--- src/vof_map.svh ---
/*
 Register offsets, field positions, codes and reset values of the
 input over-voltage fault response block.
 Assumes inclusion by the design module only.
*/
`ifndef VOF_MAP_SVH
`define VOF_MAP_SVH
// Command codes of the three registers
`define VOF_ADDR_TEMP 8'h51
`define VOF_ADDR_OVTH 8'h55
`define VOF_ADDR_ACT 8'h56
// Reset values
`define VOF_RST_TEMP 16'h0064
`define VOF_RST_OVTH 16'h0010
`define VOF_RST_ACT 8'h80
// Field positions in the action register
`define VOF_RESP_HI 7
`define VOF_RESP_LO 6
`define VOF_RETRY_HI 5
`define VOF_RETRY_LO 3
`define VOF_DLY_HI 2
`define VOF_DLY_LO 0
// Response codes
`define VOF_RESP_IGNORE 2'h0
`define VOF_RESP_DELAY 2'h1
// Retry codes
`define VOF_RETRY_LATCH 3'h0
`define VOF_RETRY_FOREVER 3'h7
// Threshold value that turns the temperature warning off
`define VOF_TEMP_OFF 16'h00FF
// Shutdown delays in switching periods
`define VOF_SD_ONE 3'h1
`define VOF_SD_THREE 3'h3
`define VOF_SD_SEVEN 3'h7
// Delay code boundaries of the shutdown delay table
`define VOF_DCODE_SD3 3'h2
`define VOF_DCODE_SD7 3'h5
`endif

--- src/vof_pkg.sv ---
/*
 Types of the input over-voltage fault response block.
 Assumes the constants header is on the include path.
*/
package vof_pkg;
	// Command from the bus engine
	typedef struct packed {
		logic valid; // One-cycle strobe
		logic write; // High for write
		logic [7:0] code; // Command code
		logic [15:0] data; // Write data
	} vof_cmd_s;
	// Status flags to the status registers
	typedef struct packed {
		logic vin_ov_fault; // Sticky input over-voltage fault
		logic temp_warn; // Sticky over-temperature warning
		logic locked; // Retries exhausted
	} vof_stat_s;
	// Fault response states, one-hot
	typedef enum logic [4:0] {
		VOF_RUN = 5'h01,
		VOF_HOLD = 5'h02,
		VOF_WAIT = 5'h04,
		VOF_LATCH = 5'h08,
		VOF_LOCK = 5'h10
	} vof_state_e;
endpackage

--- src/vof_ctrl.sv ---
/*
 Input over-voltage fault supervision and response with the
 over-temperature warning threshold.
 Assumes a bus engine on the same clock delivers command strobes,
 and measurements, pwm_tick and ramp length are synchronous.
*/
// Behaviour
// - Hold 16-bit temperature warning threshold, 0-160 C.
// - Threshold 255 C disables temperature warning.
// - Hold 16-bit input over-voltage threshold, 4-20 V.
// - Any response: alert low, fault bit set.
// - Code 00 keeps regulating through the fault.
// - Code 01 runs for delay, then retry.
// - Code 10 disables output now, then retry.
// - Retry 000 latches off until fault cleared.
// - Retry 1-6 attempts, then off until reset.
// - Retry 111 retries until output disabled.
// - Restart spacing from delay field and unit.
// - Delay 0: one period, hiccup one ramp.
// - Codes 1-7: 1,3,3,3,7,7,7 periods, hiccup code*ramp.
`timescale 1ns/1ps
`include "vof_map.svh"
module vof_ctrl (
	input wire logic clock,
	input wire logic rst_n,
	input wire logic clk_en,
	input wire vof_pkg::vof_cmd_s cmd,
	input wire logic pwm_tick,
	input wire logic [15:0] vin_meas,
	input wire logic [15:0] temp_meas,
	input wire logic [15:0] turn_on_ramp_time,
	input wire logic run_req,
	input wire logic fault_clear,
	output logic [15:0] rd_data,
	output logic out_enable,
	output logic fault_alert_line_n,
	output vof_pkg::vof_stat_s stat
);
	import vof_pkg::*;

	// Register file
	logic [15:0] temp_thr_reg, temp_thr_next; // Temperature warning threshold
	logic [15:0] ov_thr_reg, ov_thr_next; // Input over-voltage threshold
	logic [7:0] act_reg, act_next; // Fault action setting
	logic [15:0] rd_data_next; // Read answer
	// Field views
	logic [1:0] resp; // Response code
	logic [2:0] retry; // Retry setting
	logic [2:0] dcode; // Delay code

	// Register writes and reads
	always_comb begin
		temp_thr_next = temp_thr_reg;
		ov_thr_next = ov_thr_reg;
		act_next = act_reg;
		rd_data_next = rd_data;
		if (cmd.valid && cmd.write) begin
			unique case (cmd.code)
				`VOF_ADDR_TEMP: temp_thr_next = cmd.data;
				`VOF_ADDR_OVTH: ov_thr_next = cmd.data;
				`VOF_ADDR_ACT: act_next = cmd.data[7:0];
				default: ;
			endcase
		end else if (cmd.valid) begin
			unique case (cmd.code)
				`VOF_ADDR_TEMP: rd_data_next = temp_thr_reg;
				`VOF_ADDR_OVTH: rd_data_next = ov_thr_reg;
				`VOF_ADDR_ACT: rd_data_next = {8'h00, act_reg};
				default: rd_data_next = 16'h0000; // Unknown code reads zero
			endcase
		end
	end

	// Register storage
	always_ff @(posedge clock) begin
		if (!rst_n) begin
			temp_thr_reg <= `VOF_RST_TEMP;
			ov_thr_reg <= `VOF_RST_OVTH;
			act_reg <= `VOF_RST_ACT;
			rd_data <= 16'h0000;
		end else if (clk_en) begin
			temp_thr_reg <= temp_thr_next;
			ov_thr_reg <= ov_thr_next;
			act_reg <= act_next;
			rd_data <= rd_data_next;
		end
	end

	assign resp = act_reg[`VOF_RESP_HI:`VOF_RESP_LO];
	assign retry = act_reg[`VOF_RETRY_HI:`VOF_RETRY_LO];
	assign dcode = act_reg[`VOF_DLY_HI:`VOF_DLY_LO];

	// Fault detection and sticky flags
	logic ov_reg, ov_next; // Registered over-voltage compare
	logic ot_reg, ot_next; // Registered temperature compare
	logic ov_flag_reg, ov_flag_next; // Sticky fault bit
	logic ot_flag_reg, ot_flag_next; // Sticky warning bit
	logic alert_n_next; // Alert line level

	// Compares and flags; a set beats a clear
	always_comb begin
		ov_next = vin_meas > ov_thr_reg;
		ot_next = (temp_thr_reg != `VOF_TEMP_OFF) && (temp_meas > temp_thr_reg);
		ov_flag_next = ov_flag_reg;
		ot_flag_next = ot_flag_reg;
		if (fault_clear) begin
			ov_flag_next = 1'b0;
			ot_flag_next = 1'b0;
		end
		if (ov_reg) begin
			ov_flag_next = 1'b1;
		end
		if (ot_reg) begin
			ot_flag_next = 1'b1;
		end
		alert_n_next = !(ov_flag_next || ot_flag_next);
	end

	// Detection storage
	always_ff @(posedge clock) begin
		if (!rst_n) begin
			ov_reg <= 1'b0;
			ot_reg <= 1'b0;
			ov_flag_reg <= 1'b0;
			ot_flag_reg <= 1'b0;
			fault_alert_line_n <= 1'b1;
		end else if (clk_en) begin
			ov_reg <= ov_next;
			ot_reg <= ot_next;
			ov_flag_reg <= ov_flag_next;
			ot_flag_reg <= ot_flag_next;
			fault_alert_line_n <= alert_n_next;
		end
	end

	// Response sequencer
	vof_state_e state_reg, state_next; // Response state
	logic [2:0] sd_reg, sd_next; // Shutdown delay left, switching periods
	logic [18:0] hic_reg, hic_next; // Hiccup cycles left
	logic [2:0] tries_reg, tries_next; // Failed attempts so far
	logic out_en_next; // Output enable
	logic [2:0] sd_load; // Shutdown delay for the delay code
	logic [18:0] hic_load; // Hiccup length in cycles
	logic [2:0] hic_mult; // Ramp multiples per hiccup
	logic [3:0] tries_inc; // Attempts after this failure

	// Table of delays
	always_comb begin
		if (dcode < `VOF_DCODE_SD3) begin
			sd_load = `VOF_SD_ONE;
		end else if (dcode < `VOF_DCODE_SD7) begin
			sd_load = `VOF_SD_THREE;
		end else begin
			sd_load = `VOF_SD_SEVEN;
		end
		hic_mult = (dcode == 3'h0) ? 3'h1 : dcode;
		hic_load = 19'(turn_on_ramp_time * hic_mult);
		if (hic_load == 19'h00000) begin
			hic_load = 19'h00001;
		end
		tries_inc = {1'b0, tries_reg} + 4'h1;
	end

	// Next state
	always_comb begin
		state_next = state_reg;
		sd_next = sd_reg;
		hic_next = hic_reg;
		tries_next = tries_reg;
		unique case (state_reg)
			VOF_RUN: begin
				// Code 00 never leaves this state
				if (ov_reg && run_req && resp != `VOF_RESP_IGNORE) begin
					if (resp == `VOF_RESP_DELAY) begin
						state_next = VOF_HOLD;
						sd_next = sd_load;
					end else if (retry == `VOF_RETRY_LATCH) begin
						state_next = VOF_LATCH;
					end else begin
						state_next = VOF_WAIT;
						hic_next = hic_load;
					end
				end
			end
			VOF_HOLD: begin
				// Still running while the delay runs out
				if (!ov_reg) begin
					state_next = VOF_RUN;
				end else if (pwm_tick && sd_reg <= 3'h1) begin
					if (retry == `VOF_RETRY_LATCH) begin
						state_next = VOF_LATCH;
					end else begin
						state_next = VOF_WAIT;
						hic_next = hic_load;
					end
				end else if (pwm_tick) begin
					sd_next = sd_reg - 3'h1;
				end
			end
			VOF_WAIT: begin
				// Output off, hiccup before next attempt
				if (retry == `VOF_RETRY_FOREVER && !run_req) begin
					state_next = VOF_RUN;
					tries_next = 3'h0;
				end else if (hic_reg > 19'h00001) begin
					hic_next = hic_reg - 19'h00001;
				end else if (!ov_reg) begin
					state_next = VOF_RUN;
					tries_next = 3'h0;
				end else if (retry != `VOF_RETRY_FOREVER && tries_inc >= {1'b0, retry}) begin
					state_next = VOF_LOCK;
				end else begin
					hic_next = hic_load;
					tries_next = (retry == `VOF_RETRY_FOREVER) ? tries_reg : tries_inc[2:0];
				end
			end
			VOF_LATCH: begin
				// Off until the fault is cleared
				if (fault_clear) begin
					state_next = VOF_RUN;
				end
			end
			VOF_LOCK: begin
				// Off until reset
				state_next = VOF_LOCK;
			end
		endcase
		if (fault_clear) begin
			tries_next = 3'h0;
		end
		out_en_next = run_req && (state_next == VOF_RUN || state_next == VOF_HOLD);
	end

	// Sequencer storage
	always_ff @(posedge clock) begin
		if (!rst_n) begin
			state_reg <= VOF_RUN;
			sd_reg <= 3'h0;
			hic_reg <= 19'h00000;
			tries_reg <= 3'h0;
			out_enable <= 1'b0;
			stat <= '0;
		end else if (clk_en) begin
			state_reg <= state_next;
			sd_reg <= sd_next;
			hic_reg <= hic_next;
			tries_reg <= tries_next;
			out_enable <= out_en_next;
			stat <= {ov_flag_next, ot_flag_next, state_next == VOF_LOCK};
		end
	end
endmodule

--- config.mk ---
export PLATFORM = sky130hd
export DESIGN_NAME = vof_ctrl
export DESIGN_NICKNAME = d
export VERILOG_FILES = /design/src/vof_pkg.sv /design/src/vof_ctrl.sv
export VERILOG_INCLUDE_DIRS = /design/src /design/src/src
export SDC_FILE = /design/constraint.sdc
export NUM_CORES = 1
export LEC_CHECK = 0
export BUFFER_PORTS_ARGS = -buffer_cell sky130_fd_sc_hd__buf_4
export CAP_MARGIN = 20
export CELL_PAD_IN_SITES_DETAIL_PLACEMENT = 1
export CELL_PAD_IN_SITES_GLOBAL_PLACEMENT = 1
export CORE_UTILIZATION = 46
export CTS_BUF_LIST = sky130_fd_sc_hd__clkbuf_2
export DETAILED_ROUTE_END_ITERATION = 7
export PLACE_DENSITY_LB_ADDON = 0.1
export REMOVE_ABC_BUFFERS = 1
export SLEW_MARGIN = 20
export SYNTH_ARGS = -nofsm -noshare
export SYNTH_HDL_FRONTEND = slang
export SYNTH_SLANG_ARGS = --single-unit
--- constraint.sdc ---
create_clock -name clock -period 8.74 [get_ports clock]
set_input_delay 2.185 -clock clock [delete_from_list [all_inputs] [get_ports clock]]
set_output_delay 2.185 -clock clock [all_outputs]
set_load 0.02 [all_outputs]
==> impl_metrics.yaml, run 1 <==
run_status:
  status: "finished clean"
detailed_routing:
  topRoutingLayerUsed: "met4"
  route.met3.wl_um: 740
  avgViaCountPerCell: 5.74
  drc_errors: 0
  drt_first_pass_iters: 5
  wl_per_cell_um: 17.5
  vias: 6952
  drtIter0Drc: 310
  drt_wl_total_mm: 21.2
  route.met2.wl_mm: 10.6
  ant_nets: 0
  route.layer.met1.wl_mm: 9.12
timing:
  rsz0062_at_grt: "false"
  hold_viol: 0
  period_share: 0.569
  slew-limit-headroom: 0.351
  tightest_slew_ns: 0.974
  tns_ns: 0
  max_clock_freq_ghz: 0.201
  skew_ns: 0.0628
  setup_ws_ns: 3.77
  whs_ns: 0.486
  finalCriticalPeriod_ns: 4.97
  final_max_slew_viol_count: 0
  setup_viol: 0
placement:
  gp_congestion: 0.862
  placed_area_sq_um: 7990
  placed_cells: 1195
  dp_slack_ns: 3.08
  io_buffers: 100
  hpwl_mm: 16.0
clock_tree:
  cts_root_buf: "clkbuf_2"
  ctsHoldBuffers: 0
  cts_tree: "yes"
  numCtsBuffers: 9
  post-cts-setup-buffer-count: 0
  insertion_delay_ns: 0.64
  clkSlewWorstSetupHoldPaths_ns: 0.25
  htree_levels: 3
  cts_sinks: 93
  cts_resized: 0
  cts_max_path_buffers: 2
floorplan:
  initial_core_util: 0.471
  core_area_sq_um: 15300
  die_w_um: 127
  rows: 45
  io_pins: 101
  die_h_um: 127
  die-area_sq_um: 16100
setup_path:
  worst_ep_required_time_ns: 9.32
  r2r_slack_ns: 4.58
  r2r_cells: 14
  crit_type: "input port to flop"
  worstPathArrival_ns: 5.55
  r2r-end: "hic_reg[0]"
  end_kind: "flop"
  r2r-start: "act_reg[1]"
  worst-path-max-fanout: 4
  cp-start-kind: "input port"
  crit_end: "hic_reg[0]"
  setup.worst_path.start: "turn_on_ramp_time[0]"
yosys:
  synth_edf_count: 0
  yosysWarnings: 0
  ys_ff_latch: 93
  synthCells: 931
  synthFlopType: "dfxtp_1"
  synth.distinct_cells: 85
  synthArstFlopShare: 0
  syn_area_sq_um: 7190
  avgSynthCellArea_sq_um: 7.72
  seq_area_frac_synth: 0.259
hold_path:
  hold_path.class: "flop to flop"
  whs_path_depth: 2
global_route:
  gr-total-overflow: 0
  grt_pass1_vias: 7114
  grt_pass1_wl_mm: 34.9
  grt_max_degree: 66
  grtUsageTotal: 0.272
  grt_antenna_before_repair: 1
finish:
  final_cell_mix: "145 x nand2_1, 105 x buf_4, 93 x dfxtp_1"
  final_nets: 1148
  fin_cells: 1212
  syn_to_final_growth_pct: 12.6
  final_area_sq_um: 8100
  layout-drive-gt1-share: 0.148
  fin_util: 0.531
  layout_commonest_cell: "nand2_1"
  largest_reg_flops: 19
power_and_ir_drop:
  power.leakage_nw: 3.26
  peakVddDrop_v: 0.0000680
  power-per-cell-area_nw_per_um2: 96.0
  p_total_uw: 777
flow_run:
  drv_cap: 0
power by group:
part           internal (mW)  switching [mW]
logic                 0.0646          0.0718
clock network         0.0394           0.162
registers              0.431         0.00810
how the worst min path moves through the flow:
stage / startpoint / to / slack (ns)
final: temp_thr_reg[13] / temp_thr_reg[13] / 0.49
after global routing: rd_data[13] / rd_data[13] / 0.51
after CTS: rd_data[15] / rd_data[15] / 0.48
after detailed placement: rd_data[15] / rd_data[15] / 0.46
after global placement: rd_data[15] / rd_data[15] / 0.45
after floorplan: temp_thr_reg[13] / temp_thr_reg[13] / 0.44
final cells by class:
class / count / area [sq um]
Sequential cell: 93 / 1860
Timing Repair Buffer: 105 / 788
Clock buffer: 11 / 55.1
Tap cell: 211 / 264
Antenna cell: 1 / 2.50
Inverter: 63 / 236
Multi-Input combinational cell: 723 / 4850
Clock inverter: 5 / 35.0
Fill cell: 1975 / 7160
cells in the mapped netlist (all sizes together), types with 4 or more instances:
library cell | number | area, sq um
inv | 63 | 236
a21o | 10 | 76.3
a211oi | 7 | 62.6
xnor2 | 8 | 70.1
and3 | 6 | 37.5
nand2 | 145 | 544
a221oi | 8 | 70.1
nand4 | 12 | 75.1
fa | 15 | 300
nor3b | 14 | 121
nor2 | 63 | 246
nor3 | 15 | 80.1
buf | 15 | 108
a31oi | 6 | 52.6
and4 | 4 | 36.3
nand2b | 4 | 25.0
xor2 | 4 | 35.0
mux2i | 10 | 100
o21ai | 73 | 373
dfxtp | 93 | 1860
o22ai | 6 | 37.5
a21boi | 27 | 206
a22oi | 7 | 52.6
and2 | 34 | 213
nand3b | 6 | 45.0
o21a | 12 | 91.3
a21oi | 58 | 290
o31ai | 5 | 37.5
o211ai | 10 | 75.1
ha | 58 | 726
nand3 | 22 | 110
nor2b | 18 | 113
nor4 | 12 | 109
clkbuf | 37 | 149
layer usage:
layer	vias up	GRT usage
met5	-	0
met4	0	0.125
met3	47	0.0427
met2	129	0.493
met1	3366	0.316
li1	3410	-
critical path, cell delays in order:
cell      delay [ns]
buf_4           0.13
and2_1          0.17
fa_1            0.49
ha_1            0.25
fa_1            0.42
a211oi_2        0.33
or4b_4          0.22
a31oi_4         0.10
nor4_1          0.31
o21ai_1         0.14
nor4_2          0.25
nand4_1         0.12
a211o_1         0.33
a21boi_2        0.12
logic make-up (layout without fill, tap and decap cells):
kind of cell / Yosys count / after routing / synth area share
fa+ha+maj: 73 / 73 / 0.143
xor+xnor: 12 / 12 / 0.0146
other cells: 0 / 1 / 0
mux: 12 / 12 / 0.0170
simple gates: 367 / 367 / 0.261
compound gates: 259 / 259 / 0.237
buf+inv: 115 / 184 / 0.0685
flops: 93 / 93 / 0.259
(Power assumes the default switching activity.)
==> run 2, diff against run 1 <==
Settings changed: CORE_UTILIZATION 46 to 40.
Clock period 8.74 ns to 4.55 ns, I/O delays scaled along.
==> run 2 against run 1 <==
  * Final area grew 0.85%
  * Register-to-register slack lost 4.1 ns
  * Non-clock buffer count grew 4
  * Count of clock-buffer cells in the layout shrank 1
  * Worst setup slack lost 3.3 ns
  * Hold slack lost 0.0058 ns
  * Highest routed layer unchanged
  * Critical endpoint unchanged
  * Global-route usage shrank 3.0 points
==> impl_metrics.yaml, run 2 (synthesized netlist as in run 1, its figures left out) <==
clock_tree:
  clkSlewWorstSetupHoldPaths_ns: 0.28
  cts_max_path_buffers: 2
  numCtsBuffers: 9
  cts_sinks: 93
  htree_levels: 3
  cts_root_buf: "clkbuf_2"
  post-cts-setup-buffer-count: 0
  cts_tree: "yes"
  insertion_delay_ns: 0.62
finish:
  layout-drive-gt1-share: 0.151
  regArea_sq_um: 1860
  largest_reg_flops: 19
  final_cell_mix: "145 x nand2_1, 109 x buf_4, 93 x dfxtp_1"
  syn_to_final_growth_pct: 13.6
  final_area_sq_um: 8170
  fillers: 2223
  layout_commonest_cell: "nand2_1"
  final_nets: 1152
  antenna_cells: 0
  multi_input_area_sq_um: 4850
setup_path:
  crit_chain: "o21bai_2 > and2_1 > fa_1 > ha_1 > fa_1 > a211oi_2 > or4b_4 > a31oi_4 > nor4_1 > o21ai_1 > nor4_2 > nand4_1 > a211o_1 > a21boi_2"
  path_depth: 14
  crit_type: "flop to flop"
  critical-path-top-delay-family: "compound AO/OA/AOI/OAI gates"
  worstPathArrival_ns: 4.64
  worst-path-buf-inv: 0
  worst_ep_required_time_ns: 5.12
  worst-path-max-fanout: 8
  r2r_slack_ns: 0.48
  r2r_cells: 14
  cp_slowest_stage_delay_ns: 0.42
  cpMostUsedCell: "fa_1"
  end_kind: "flop"
  crit_slowest_cell: "o21bai_2"
  cp-start-kind: "flop"
  r2r-end: "hic_reg[0]"
  r2r-start: "act_reg[1]"
floorplan:
  die_w_um: 136
  die-area_sq_um: 18500
  core_area_sq_um: 17400
  io_pins: 101
  die_h_um: 136
  initial_core_util: 0.413
  rows: 48
flow_run:
  drv_cap: 0
global_route:
  grtUsageTotal: 0.242
  grt_antenna_before_repair: 0
  grt_pass1_wl_mm: 35.1
  grt_pass1_vias: 7069
  grt_max_degree: 53
  gr-total-overflow: 0
hold_path:
  min_from: "rd_data[13]"
  whs_path_depth: 2
  hold_path.class: "flop to flop"
  min_to: "rd_data[13]"
timing:
  setup_viol: 0
  rsz0062_at_grt: "false"
  slew-limit-headroom: 0.371
  period_share: 0.894
  hold_viol: 0
  skew_ns: 0.0298
  whs_ns: 0.480
  final_max_slew_viol_count: 0
  finalCriticalPeriod_ns: 4.07
  max_clock_freq_ghz: 0.246
  tightest_slew_ns: 0.943
run_status:
  status: "finished clean"
power_and_ir_drop:
  power-per-cell-area_nw_per_um2: 190
  peakVddDrop_v: 0.000159
  p_total_mw: 1.55
  power.leakage_nw: 3.30
detailed_routing:
  drt_first_pass_iters: 5
  vias: 6901
  avgViaCountPerCell: 5.62
  drt_wl_total_mm: 21.0
  drtIter0Drc: 289
  ant_nets: 0
  drc_errors: 0
  wl_per_cell_um: 17.1
placement:
  placed_area_sq_um: 8040
  hpwl_mm: 16.2
  io_buffers: 100
  gp_congestion: 0.877
-- run 2: changes by cell type in the layout (fill, tap and decap cells not counted), sizes merged --
cell,previous run,this run
buf,105,109
clkinvlp,3,1
inv,64,66
bufinv,0,1
clkbuf,11,10
diode,1,0
-- run 2: cell type report --
cell class | count | share of cell area
Clock buffer | 10 | 0.00613
Clock inverter | 6 | 0.00858
Inverter | 63 | 0.0290
Multi-Input combinational cell | 723 | 0.594
Sequential cell | 93 | 0.228
Tap cell | 225 | 0.0345
Timing Repair Buffer | 109 | 0.100
-- run 2: tightest hold or removal path, cell delays in order (launching register included) --
cell and delay [ns]:
dfxtp_1 0.38, nand2_1 0.05, a21oi_1 0.05
-- run 2: worst max path at each step --
stage | start | endpoint | slack [ns]
finish | act_reg[1] | hic_reg[0] | 0.48
global route | act_reg[1] | hic_reg[0] | 0.09
CTS | act_reg[1] | hic_reg[0] | 0.12
detailed placement | turn_on_ramp_time[0] | hic_reg[0] | -0.04
global placement | turn_on_ramp_time[0] | hic_reg[0] | 0.08
floorplan | turn_on_ramp_time[0] | hic_reg[0] | 0.36
-- run 2: metal layers --
| metal | global-route usage | vias to the layer above | part of all wire |
|---|---|---|---|
| li1 | - | 3400 | - |
| met1 | 0.293 | 3356 | 0.45 |
| met2 | 0.427 | 114 | 0.49 |
| met3 | 0.0485 | 31 | 0.039 |
| met4 | 0.0735 | 0 | 0.022 |
| met5 | 0 | - | 0 |
-- run 2: metrics by stage --
step | setup WS [ns] | cells | TNS [ns] | utilization
after floorplan | 0.363 | 879 | 0 | -
after detailed placement | -0.0448 | 1213 | -0.0448 | 0.462
after global routing | 0.0861 | 1229 | 0 | 0.469
after global placement | 0.0774 | 1213 | 0 | 0.462
final | 0.480 | 1229 | 0 | 0.469
after CTS | 0.116 | 1229 | 0 | 0.469
-- run 2: where the power goes --
group | internal [mW] | switching (mW)
logic | 0.125 | 0.141
registers | 0.829 | 0.0125
clock network | 0.135 | 0.312
total | 1.09 | 0.465
-- run 2: what timing repair did --
item                                    CTS  global route
endpoints found under the setup margin    0             1
gates resized for setup                   0             1
hold buffers                              0             0
endpoints found under the hold margin     0             0
